[config.mk]
export PLATFORM = sky130hd
export DESIGN_NAME = msfm_top
export DESIGN_NICKNAME = d
export VERILOG_FILES = /design/src/hw/msfm_pkg.sv /design/src/hw/msfm_top.sv /design/src/hw/msfm_axis.sv
export SDC_FILE = /design/constraint.sdc
export NUM_CORES = 1
export LEC_CHECK = 0
export ABC_CLOCK_PERIOD_IN_PS = 6700
export BUFFER_PORTS_ARGS = -buffer_cell sky130_fd_sc_hd__buf_2
export CAP_MARGIN = 20
export CORE_MARGIN = 8
export CORE_UTILIZATION = 56
export CTS_CLUSTER_SIZE = 14
export DETAILED_ROUTE_END_ITERATION = 16
export PLACE_DENSITY = 0.89
export SLEW_MARGIN = 25
export SYNTH_ARGS = -nofsm -noshare
export SYNTH_HDL_FRONTEND = slang
export SYNTH_SLANG_ARGS = --single-unit
[constraint.sdc]
create_clock -name CLK -period 6.7 [get_ports CLK]
set_clock_uncertainty 0.1 [all_clocks]
set_input_delay 0.67 -clock CLK [delete_from_list [all_inputs] [get_ports CLK]]
set_output_delay 0.67 -clock CLK [all_outputs]
set_load 0.005 [all_outputs]
[src/hw/msfm_pkg.sv]
// package for the motor servo fault monitor: fault codes, limits, timing counts
// assumes a 25 MHz system clock and one reset shared by the whole block
// Operation
// - paper feed encoder timeout or long pulse: 00010001
// - paper feed following error limit: out-of-step
// - paper feed overcurrent or demand excess: 00010002
// - paper feed not settled 4 s: 00010003
// - carriage encoder check failure: code 00010004
// - carriage timeout, long pulse, following error: 00010005
// - carriage overcurrent or demand excess: 00010006
// - carriage not settled 4 s: 00010007
// - publish code and stop all motion
// - paper feed encoder check failure: 00010000
package msfm_pkg;
  // ****************************************
  // fault codes
  // ****************************************
  localparam logic [31:0] CODE_NONE    = 32'h0000_0000;
  localparam logic [31:0] CODE_PF_ENC  = 32'h0001_0000;
  localparam logic [31:0] CODE_PF_OOS  = 32'h0001_0001;
  localparam logic [31:0] CODE_PF_OVC  = 32'h0001_0002;
  localparam logic [31:0] CODE_PF_INP  = 32'h0001_0003;
  localparam logic [31:0] CODE_CR_ENC  = 32'h0001_0004;
  localparam logic [31:0] CODE_CR_OOS  = 32'h0001_0005;
  localparam logic [31:0] CODE_CR_OVC  = 32'h0001_0006;
  localparam logic [31:0] CODE_CR_INP  = 32'h0001_0007;
  // ****************************************
  // timing and widths
  // ****************************************
  localparam int          CLK_HZ       = 25_000_000;
  localparam int          TICK_US      = 1;
  localparam int          TICK_CYC     = CLK_HZ / 1_000_000 * TICK_US;
  localparam int          SETTLE_S     = 4;
  localparam int          SETTLE_US    = SETTLE_S * 1_000_000;
  localparam int          POS_W        = 16;
  localparam int          CNT_W        = 24;
  localparam logic [15:0] SETTLE_PULSE = 16'h0005;
endpackage : msfm_pkg

[src/hw/msfm_top.sv]
// top of the motor servo fault monitor for paper feed and carriage axes
// assumes encoder and drive flags arrive asynchronously as pins
`timescale 1ns/1ns
module msfm_top #(
  parameter int SETTLE_US      = msfm_pkg::SETTLE_US,
  parameter int ENC_TIMEOUT_US = 2000,
  parameter int PULSE_MAX_US   = 1000
) (
  input  wire logic        CLK,
  input  wire logic        NRST,
  input  wire logic        PF_RUN,
  input  wire logic        PF_INIT_CHECK,
  input  wire logic        PF_STOP,
  input  wire logic        PF_ENC_A,
  input  wire logic        PF_ENC_B,
  input  wire logic [15:0] PF_FOLLOW_ERR,
  input  wire logic [15:0] PF_OOS_LIMIT,
  input  wire logic [15:0] PF_POS_ERR,
  input  wire logic        PF_OVC,
  input  wire logic        PF_DEMAND_HI,
  input  wire logic        CR_RUN,
  input  wire logic        CR_INIT_CHECK,
  input  wire logic        CR_STOP,
  input  wire logic        CR_ENC_A,
  input  wire logic        CR_ENC_B,
  input  wire logic [15:0] CR_FOLLOW_ERR,
  input  wire logic [15:0] CR_OOS_LIMIT,
  input  wire logic [15:0] CR_POS_ERR,
  input  wire logic        CR_OVC,
  input  wire logic        CR_DEMAND_HI,
  output logic [31:0]      FAULT_CODE,
  output logic             FAULT,
  output logic             MOTION_ENABLE
);
  // ****************************************
  // reset release and pin synchronisers
  // ****************************************
  logic [1:0] rst_q;
  logic       rst_n;
  always_ff @(posedge CLK or negedge NRST) begin
    if (!NRST) rst_q <= 2'b00;
    else       rst_q <= {rst_q[0], 1'b1};
  end
  assign rst_n = rst_q[1];

  // three stages; a change counts once stages two and three agree
  logic [5:0] s1_q, s2_q, s3_q, lv_q, lv_d;
  logic [5:0] raw;
  assign raw = {PF_ENC_A, PF_ENC_B, PF_OVC, CR_ENC_A, CR_ENC_B, CR_OVC};
  always_comb begin
    for (int i = 0; i < 6; i++) begin
      lv_d[i] = (s2_q[i] == s3_q[i]) ? s3_q[i] : lv_q[i];
    end
  end
  always_ff @(posedge CLK or negedge rst_n) begin
    if (!rst_n) begin
      s1_q <= '0;
      s2_q <= '0;
      s3_q <= '0;
      lv_q <= '0;
    end else begin
      s1_q <= raw;
      s2_q <= s1_q;
      s3_q <= s2_q;
      lv_q <= lv_d;
    end
  end

  // ****************************************
  // 1 us tick and encoder edges
  // ****************************************
  logic [4:0] div_q, div_d;
  logic       tick;
  logic [5:0] lv_prev_q;
  logic       pf_edge, cr_edge;
  always_comb begin
    tick  = (div_q == 5'(msfm_pkg::TICK_CYC - 1));
    div_d = tick ? 5'h00 : div_q + 5'h01;
  end
  always_ff @(posedge CLK or negedge rst_n) begin
    if (!rst_n) begin
      div_q     <= 5'h00;
      lv_prev_q <= '0;
    end else begin
      div_q     <= div_d;
      lv_prev_q <= lv_q;
    end
  end
  assign pf_edge = (lv_q[5:4] != lv_prev_q[5:4]);
  assign cr_edge = (lv_q[2:1] != lv_prev_q[2:1]);

  // ****************************************
  // axis supervisors
  // ****************************************
  logic pf_enc, pf_oos, pf_ovc, pf_inp;
  logic cr_enc, cr_oos, cr_ovc, cr_inp;

  msfm_axis #(
    .ENC_TIMEOUT_US (ENC_TIMEOUT_US),
    .PULSE_MAX_US   (PULSE_MAX_US),
    .SETTLE_US      (SETTLE_US)
  ) u_pf (
    .clk         (CLK),
    .rst_n       (rst_n),
    .tick        (tick),
    .active      (PF_RUN),
    .checking    (PF_INIT_CHECK),
    .stop_req    (PF_STOP),
    .enc_edge    (pf_edge),
    .enc_level_a (lv_q[5]),
    .follow_err  (PF_FOLLOW_ERR),
    .oos_limit   (PF_OOS_LIMIT),
    .pos_err     (PF_POS_ERR),
    .ovc_hw      (lv_q[3]),
    .demand_hi   (PF_DEMAND_HI),
    .f_enc       (pf_enc),
    .f_oos       (pf_oos),
    .f_ovc       (pf_ovc),
    .f_inp       (pf_inp)
  );

  msfm_axis #(
    .ENC_TIMEOUT_US (ENC_TIMEOUT_US),
    .PULSE_MAX_US   (PULSE_MAX_US),
    .SETTLE_US      (SETTLE_US)
  ) u_cr (
    .clk         (CLK),
    .rst_n       (rst_n),
    .tick        (tick),
    .active      (CR_RUN),
    .checking    (CR_INIT_CHECK),
    .stop_req    (CR_STOP),
    .enc_edge    (cr_edge),
    .enc_level_a (lv_q[2]),
    .follow_err  (CR_FOLLOW_ERR),
    .oos_limit   (CR_OOS_LIMIT),
    .pos_err     (CR_POS_ERR),
    .ovc_hw      (lv_q[0]),
    .demand_hi   (CR_DEMAND_HI),
    .f_enc       (cr_enc),
    .f_oos       (cr_oos),
    .f_ovc       (cr_ovc),
    .f_inp       (cr_inp)
  );

  // ****************************************
  // first-fault latch and motion stop
  // ****************************************
  logic [31:0] code_q, code_d;
  logic        hit_q, hit_d;
  always_comb begin
    code_d = code_q;
    hit_d  = hit_q;
    if (!hit_q) begin
      hit_d = 1'b1;
      if      (pf_enc) code_d = msfm_pkg::CODE_PF_ENC;
      else if (pf_oos) code_d = msfm_pkg::CODE_PF_OOS;
      else if (pf_ovc) code_d = msfm_pkg::CODE_PF_OVC;
      else if (pf_inp) code_d = msfm_pkg::CODE_PF_INP;
      else if (cr_enc) code_d = msfm_pkg::CODE_CR_ENC;
      else if (cr_oos) code_d = msfm_pkg::CODE_CR_OOS;
      else if (cr_ovc) code_d = msfm_pkg::CODE_CR_OVC;
      else if (cr_inp) code_d = msfm_pkg::CODE_CR_INP;
      else hit_d = 1'b0;
    end
  end
  always_ff @(posedge CLK or negedge rst_n) begin
    if (!rst_n) begin
      code_q        <= msfm_pkg::CODE_NONE;
      hit_q         <= 1'b0;
      FAULT_CODE    <= msfm_pkg::CODE_NONE;
      FAULT         <= 1'b0;
      MOTION_ENABLE <= 1'b0;
    end else begin
      code_q        <= code_d;
      hit_q         <= hit_d;
      FAULT_CODE    <= code_d;
      FAULT         <= hit_d;
      MOTION_ENABLE <= !hit_d;
    end
  end
endmodule : msfm_top

[src/hw/msfm_axis.sv]
// one axis supervisor: encoder timing, following error, current, in-position
// assumes a one-cycle 1 us tick and synchronised quadrature edges
`timescale 1ns/1ns
module msfm_axis #(
  parameter int ENC_TIMEOUT_US = 2000,
  parameter int PULSE_MAX_US   = 1000,
  parameter int SETTLE_US      = msfm_pkg::SETTLE_US
) (
  input  wire logic                       clk,
  input  wire logic                       rst_n,
  input  wire logic                       tick,
  input  wire logic                       active,
  input  wire logic                       checking,
  input  wire logic                       stop_req,
  input  wire logic                       enc_edge,
  input  wire logic                       enc_level_a,
  input  wire logic [msfm_pkg::POS_W-1:0] follow_err,
  input  wire logic [msfm_pkg::POS_W-1:0] oos_limit,
  input  wire logic [msfm_pkg::POS_W-1:0] pos_err,
  input  wire logic                       ovc_hw,
  input  wire logic                       demand_hi,
  output logic                            f_enc,
  output logic                            f_oos,
  output logic                            f_ovc,
  output logic                            f_inp
);
  localparam int CNT_W = msfm_pkg::CNT_W;
  logic [msfm_pkg::CNT_W-1:0] gap_q, gap_d, wid_q, wid_d, set_q, set_d;
  logic                       settle_q, settle_d;
  logic                       prev_a_q;

  // counters of tick time since last edge, level time, settle time
  always_comb begin
    gap_d    = (enc_edge || !(active || checking)) ? '0 :
               (tick ? gap_q + 1'b1 : gap_q);
    wid_d    = (enc_level_a != prev_a_q || !active) ? '0 :
               (tick ? wid_q + 1'b1 : wid_q);
    settle_d = stop_req ? 1'b1 : ((pos_err < msfm_pkg::SETTLE_PULSE) ? 1'b0 : settle_q);
    set_d    = (!settle_q || stop_req) ? '0 : (tick ? set_q + 1'b1 : set_q);
  end

  always_ff @(posedge clk or negedge rst_n) begin
    if (!rst_n) begin
      gap_q    <= '0;
      wid_q    <= '0;
      set_q    <= '0;
      settle_q <= 1'b0;
      prev_a_q <= 1'b0;
    end else begin
      gap_q    <= gap_d;
      wid_q    <= wid_d;
      set_q    <= set_d;
      settle_q <= settle_d;
      prev_a_q <= enc_level_a;
    end
  end

  // fault detection, one level per class
  always_comb begin
    f_enc = checking && (gap_q >= CNT_W'(ENC_TIMEOUT_US));
    f_oos = active && ((gap_q >= CNT_W'(ENC_TIMEOUT_US))
            || (wid_q >= CNT_W'(PULSE_MAX_US))
            || (follow_err >= oos_limit));
    f_ovc = (active || settle_q) && (ovc_hw || demand_hi);
    f_inp = settle_q && !f_oos && (set_q >= CNT_W'(SETTLE_US));
  end
endmodule : msfm_axis

==> results of run 1 <==
flip-flops by register name, indices dropped and copies added (netlist names), 2 cells and up:
name	cells
code_q	4
s1_q	6
u_cr.gap_q	24
u_pf.set_q	24
div_q	5
s3_q	6
rst_q	2
u_cr.wid_q	24
u_pf.gap_q	24
lv_q	6
u_pf.wid_q	24
s2_q	6
u_cr.set_q	24
lv_prev_q	4
how the worst max path moves through the flow:
stage                endpoint  slack [ns]
6_report       u_pf.set_q[18]        3.78
5_1_grt        u_pf.wid_q[23]        3.57
4_1_cts        u_cr.set_q[22]        3.76
3_5_place_dp        code_q[0]        3.59
3_3_place_gp        code_q[0]        3.70
2_1_floorplan   MOTION_ENABLE        1.00
layout make-up:
| cell class | count | area share |
|---|---|---|
| Multi-Input combinational cell | 754 | 0.426 |
| Timing Repair Buffer | 123 | 0.0566 |
| Tap cell | 225 | 0.0252 |
| Sequential cell | 187 | 0.419 |
| Clock inverter | 14 | 0.0141 |
| Inverter | 61 | 0.0205 |
| Clock buffer | 18 | 0.0393 |
per-layer routing:
layer | wire length, um | share of wire
met1 | 8730 | 0.42
met2 | 10000 | 0.49
met3 | 1440 | 0.070
met4 | 354 | 0.017
met5 | 0 | 0
per-stage QoR:
step	power, mW	instance area (sq um)	cells	util	hold slack [ns]
after floorplan	1.28	9960	1052	-	0.231
after global placement	1.32	10600	1349	0.614	0.233
after detailed placement	1.33	10600	1349	0.614	0.241
after CTS	2.34	11200	1382	0.649	0.219
after global routing	2.41	11200	1382	0.649	0.224
final	2.32	11200	1382	0.649	0.232
Yosys cell counts, types with 19 or more instances:
cell type  instances
nand3_1           42
dfrtp_1          187
inv_1             61
ha_1              46
nor3_1            22
nand2_1           98
and3_1            26
nor2_1           147
xor2_1            80
o21ai_0           28
a21oi_1           33
xnor2_1           43
clkbuf_1          19
buf_4             28
nand4_1           41
where the power goes:
group          internal, mW  leakage [nW]  switching, mW
sequential             1.14          2.50         0.0147
combinational        0.0589          2.33         0.0938
clock                 0.566         0.285          0.444
total                  1.77          5.11          0.553
worst reg2reg max path, stage by stage, from the launching register on:
cell	delay [ns]
dfrtp_1	0.42
inv_1	0.07
ha_1	0.23
and4b_1	0.33
buf_4	0.36
and3_1	0.34
nand2_1	0.09
nor3_1	0.41
nand4_1	0.19
xnor2_1	0.19
nor2_1	0.06
cells by family after synthesis:
family,Yosys count,synth area share
muxes,2,0.00254
DFF,187,0.474
buffers and inverters,111,0.0533
and+or+nand+nor,451,0.232
AOI/OAI and AO/OA,97,0.0637
other,2,0.000761
xor gates and xnor gates,123,0.109
adders and majority gates,52,0.0644
repair_timing:
item / in CTS / in global routing
endpoints found under the setup margin: 0 / 0
hold buffers: 1 / 0
endpoints found under the hold margin: 2 / 0
==> flow_metrics.py, run 1 <==
metrics = {
    "cts": {
        "cts_setup_buffers": 0,
        "cts-root-buf": "clkbuf_16",
        "cts_max_level": 4,
        "clock_path_buffers": 2,
        "clock_latency_ns": 0.44,
        "ctsResizeCount": 0,
        "path_clk_slew_ns": 0.07,
        "cts_sinks": 187,
        "cts-buffers-inserted": 17,
        "cts_tree": "done",
    },
    "setup_path": {
        "required_ns": 6.89,
        "r2r_cells": 10,
        "start_kind": "register",
        "worstPathMaxFanout": 28,
        "worstPathArrival_ns": 3.11,
        "r2r_start": "div_q[0]",
        "end_kind": "register",
        "r2r-end": "u_pf.set_q[18]",
        "worstSetupStartpoint": "div_q[0]",
        "cp.depth": 10,
        "crit_family": "simple AND/OR/NAND/NOR gates",
        "r2r_setup_slack_ns": 3.78,
        "cp_num_buf_inv": 2,
        "worstPathCellList": "inv_1 -> ha_1 -> and4b_1 -> buf_4 -> and3_1 -> nand2_1 -> nor3_1 -> nand4_1 -> xnor2_1 -> nor2_1",
        "critPathKind": "reg -> reg",
        "crit_path_max_incr_delay_ns": 0.42,
        "crit_slowest_cell": "dfrtp_1",
    },
    "timing": {
        "timing.final.ws_setup_ns": 3.78,
        "final_max_slew_viol_count": 0,
        "period_needed_ns": 2.92,
        "grt_setup_unrepaired": "false",
        "relSlewSlack": 0.304,
        "hold_viol_final": 0,
        "fin_setup_tns_ns": 0,
        "worstMarginPinSlew_ns": 1.04,
        "finalSetupViolations": 0,
        "timing.fmax_mhz": 342,
        "period_share": 0.436,
    },
    "synthesis": {
        "synth_cell_type_count": 66,
        "synth_area_leaders": "dfrtp_1 47%, xor2_1 7.1%, ha_1 5.8%, nor2_1 5.6%, xnor2_1 3.8%",
        "synth_area_per_cell_sq_um": 9.62,
        "synth_edf_count": 0,
        "synthArstFlopShare": 1.00,
        "syn_area_sq_um": 9860,
        "synth-main-ff-cell": "dfrtp_1",
        "yosysWarnings": 0,
        "postSynthCellCount": 1025,
        "yosys.area.top_type": "dfrtp_1",
        "ys_seq_elements": 187,
        "ys_seq_area_frac": 0.474,
        "synth_top_area_share": 0.474,
    },
    "layout": {
        "antennaDiodeCount": 0,
        "synthToLayoutAreaGrowth_pct": 13.4,
        "final_common_cell": "dfrtp_1",
        "drive_above_1_share": 0.152,
        "nFillCells": 1352,
        "final_nets": 1302,
        "multi_input_area_sq_um": 4760,
        "final_cell_mix": "186 x dfrtp_1, 147 x nor2_1, 117 x buf_2, 98 x nand2_1, 80 x xor2_1",
        "seqCellArea_sq_um": 4680,
    },
    "detailed_routing": {
        "vias": 7552,
        "wl_um": 20600,
        "first_pass_iters": 5,
        "vias_per_cell": 5.46,
        "antenna_left": 0,
        "drt_iter0_drc": 427,
        "drc": 0,
        "wire_per_inst_um": 14.9,
    },
    "global_routing": {
        "grt_use_met1": 0.226,
        "met2_usage": 0.313,
        "grt_pass1_wl_um": 34100,
        "use_met3": 0.0565,
        "grt_max_degree": 69,
        "grt.busiest_layer": "met2",
        "overflow": 0,
        "antenna_found_initial": 0,
        "grt_usage": 0.187,
        "grt_pass1_vias": 7517,
    },
    "floorplan": {
        "die_w_um": 149,
        "rows": 48,
        "core_area_sq_um": 17200,
        "initial_core_util": 0.572,
        "die_area_sq_um": 22100,
        "die_h_um": 149,
        "io_pins": 146,
    },
    "worst_hold_path": {
        "worstHoldStart": "PF_ENC_A",
        "min_path_type": "in -> reg",
        "hold_end": "s1_q[5]",
        "hold_depth": 1,
    },
    "power_and_ir_drop": {
        "power_density_nw_per_um2": 207,
        "vdd_drop_max_mv": 0.204,
        "p_leak_nw": 5.11,
    },
    "placed_design": {
        "port_buffers": 117,
        "dpl.hpwl_um": 14800,
        "gp_congestion": 0.849,
        "dp_slack_ns": 3.59,
    },
    "flow_run": {
        "maxCapViolCount": 0,
    },
    "outcome": {
        "status": "completed",
    },
}
Note: power is estimated with default switching activity, not from simulation.
==> run 2, diff against run 1 <==
--- a/config.mk
+++ b/config.mk
@@ -5,7 +5,7 @@
 export SDC_FILE = /design/constraint.sdc
 export NUM_CORES = 1
 export LEC_CHECK = 0
-export ABC_CLOCK_PERIOD_IN_PS = 6700
+export ABC_CLOCK_PERIOD_IN_PS = 3040
 export BUFFER_PORTS_ARGS = -buffer_cell sky130_fd_sc_hd__buf_2
 export CAP_MARGIN = 20
 export CORE_MARGIN = 8
==> constraint.sdc (replaced) <==
create_clock -name CLK -period 3.04 [get_ports CLK]
set_clock_uncertainty 0.1 [all_clocks]
set_input_delay 0.304 -clock CLK [delete_from_list [all_inputs] [get_ports CLK]]
set_output_delay 0.304 -clock CLK [all_outputs]
set_load 0.005 [all_outputs]
==> flow_metrics.py, run 2 (synthesized netlist as in run 1, its figures left out) <==
metrics = {
    "layout": {
        "synthToLayoutAreaGrowth_pct": 14.8,
        "final_nets": 1315,
        "antennaDiodeCount": 0,
        "drive_above_1_share": 0.153,
        "final_util": 0.657,
        "seqCellArea_sq_um": 4680,
        "nFillCells": 1295,
        "final_common_cell": "dfrtp_1",
        "multi_input_area_sq_um": 4760,
        "final_cell_mix": "186 x dfrtp_1, 147 x nor2_1, 117 x buf_2, 98 x nand2_1, 80 x xor2_1",
    },
    "cts": {
        "cts_max_level": 4,
        "cts-buffers-inserted": 17,
        "cts_tree": "done",
        "cts-root-buf": "clkbuf_16",
        "cts_sinks": 187,
        "clock_latency_ns": 0.43,
        "clock_path_buffers": 2,
        "path_clk_slew_ns": 0.06,
        "cts_setup_buffers": 0,
    },
    "placed_design": {
        "dpl.hpwl_um": 15000,
        "port_buffers": 117,
        "gp_congestion": 0.855,
    },
    "floorplan": {
        "core_area_sq_um": 17200,
        "io_pins": 146,
        "initial_core_util": 0.572,
        "die_area_sq_um": 22100,
        "die_w_um": 149,
        "die_h_um": 149,
        "rows": 48,
    },
    "timing": {
        "period_share": 0.904,
        "fin_setup_tns_ns": 0,
        "relSlewSlack": 0.389,
        "finalSetupViolations": 0,
        "timing.fmax_mhz": 364,
        "worstMarginPinSlew_ns": 0.916,
        "hold_viol_final": 0,
        "final_max_slew_viol_count": 0,
        "grt_setup_unrepaired": "false",
        "period_needed_ns": 2.75,
    },
    "detailed_routing": {
        "vias_per_cell": 5.43,
        "drc": 0,
        "vias": 7572,
        "wire_per_inst_um": 14.9,
        "wl_um": 20700,
        "antenna_left": 0,
        "drt_iter0_drc": 495,
        "first_pass_iters": 5,
    },
    "worst_hold_path": {
        "min_path_type": "in -> async",
    },
    "global_routing": {
        "grt_max_degree": 75,
        "grt_usage": 0.192,
        "antenna_found_initial": 0,
        "grt_pass1_wl_um": 35300,
        "grt_pass1_vias": 7669,
        "overflow": 0,
    },
    "setup_path": {
        "worstPathMaxFanout": 8,
        "worstPathCellList": "inv_1 -> ha_1 -> and4b_1 -> buf_4 -> and3_1 -> nand2_1 -> nor3_1 -> nand4_1 -> xnor2_1 -> nor2_1",
        "worstPathArrival_ns": 2.92,
        "critPathKind": "reg -> reg",
        "crit_path_max_incr_delay_ns": 0.47,
        "start_kind": "register",
        "required_ns": 3.21,
        "end_kind": "register",
        "crit_slowest_cell": "and4b_1",
    },
    "power_and_ir_drop": {
        "vdd_drop_max_mv": 0.418,
        "p_leak_nw": 5.19,
        "power_density_nw_per_um2": 458,
    },
    "flow_run": {
        "maxCapViolCount": 0,
    },
    "outcome": {
        "status": "completed",
    },
}
[run 2: where the power goes]
group	internal, mW	switching, mW	leakage [nW]
logic	0.140	0.215	2.39
clock network	1.36	0.933	0.300
registers	2.52	0.0253	2.50
[run 2: worst max-delay path: cells and delay by family (launching register included)]
family | cells | cell delay [ns]
and+or+nand+nor | 6 | 1.38
buffers and inverters | 2 | 0.31
DFF | 1 | 0.41
adders and majority gates | 1 | 0.24
xor gates and xnor gates | 1 | 0.15
[run 2: layout make-up]
type,count,area share
timing repair buffer,136,0.0674
multi-input combinational,754,0.420
sequential,187,0.413
clock buffer,21,0.0415
clock inverter,10,0.0123
inverter,61,0.0202
tap,225,0.0249
[run 2: metrics by stage]
| stage | hold WS [ns] | instance area [sq um] | power, mW | instances | worst slack, ns |
|---|---|---|---|---|---|
| floorplan | -0.0916 | 9970 | 2.81 | 1052 | 0.609 |
| global placement | -0.00831 | 10600 | 2.92 | 1354 | 0.423 |
| detailed placement | -0.00587 | 10600 | 2.94 | 1354 | 0.325 |
| CTS | 0.0568 | 11300 | 5.23 | 1394 | 0.308 |
| global route | 0.0666 | 11300 | 5.38 | 1394 | 0.0926 |
| finish | 0.0748 | 11300 | 5.19 | 1394 | 0.292 |
[run 2: path summary, 6_finish.rpt]
kind	to	slack (ns)	startpoint	depth (start not counted)
worst max-delay path	u_pf.set_q[18]	0.29	div_q[0]	10
worst min-delay path	rst_q[0]	0.07	NRST	2
worst max register to register	u_pf.set_q[18]	0.29	div_q[0]	10
worst min register to register	u_pf.set_q[10]	0.20	rst_q[1]	0
max in group asynchronous	u_pf.wid_q[22]	1.68	rst_q[1]	1
min in group CLK	u_cr.settle_q	0.10	CR_POS_ERR[14]	4
[run 2: repair_timing]
action	in CTS	in global routing
hold buffers	9	0
endpoints found under the hold margin	10	0
resized for setup	0	0
[run 2: per-layer routing]
layer,GRT usage,part of all wire
met1,0.234,0.43
met2,0.322,0.48
met3,0.0529,0.072
met4,0.0719,0.019
met5,0,0
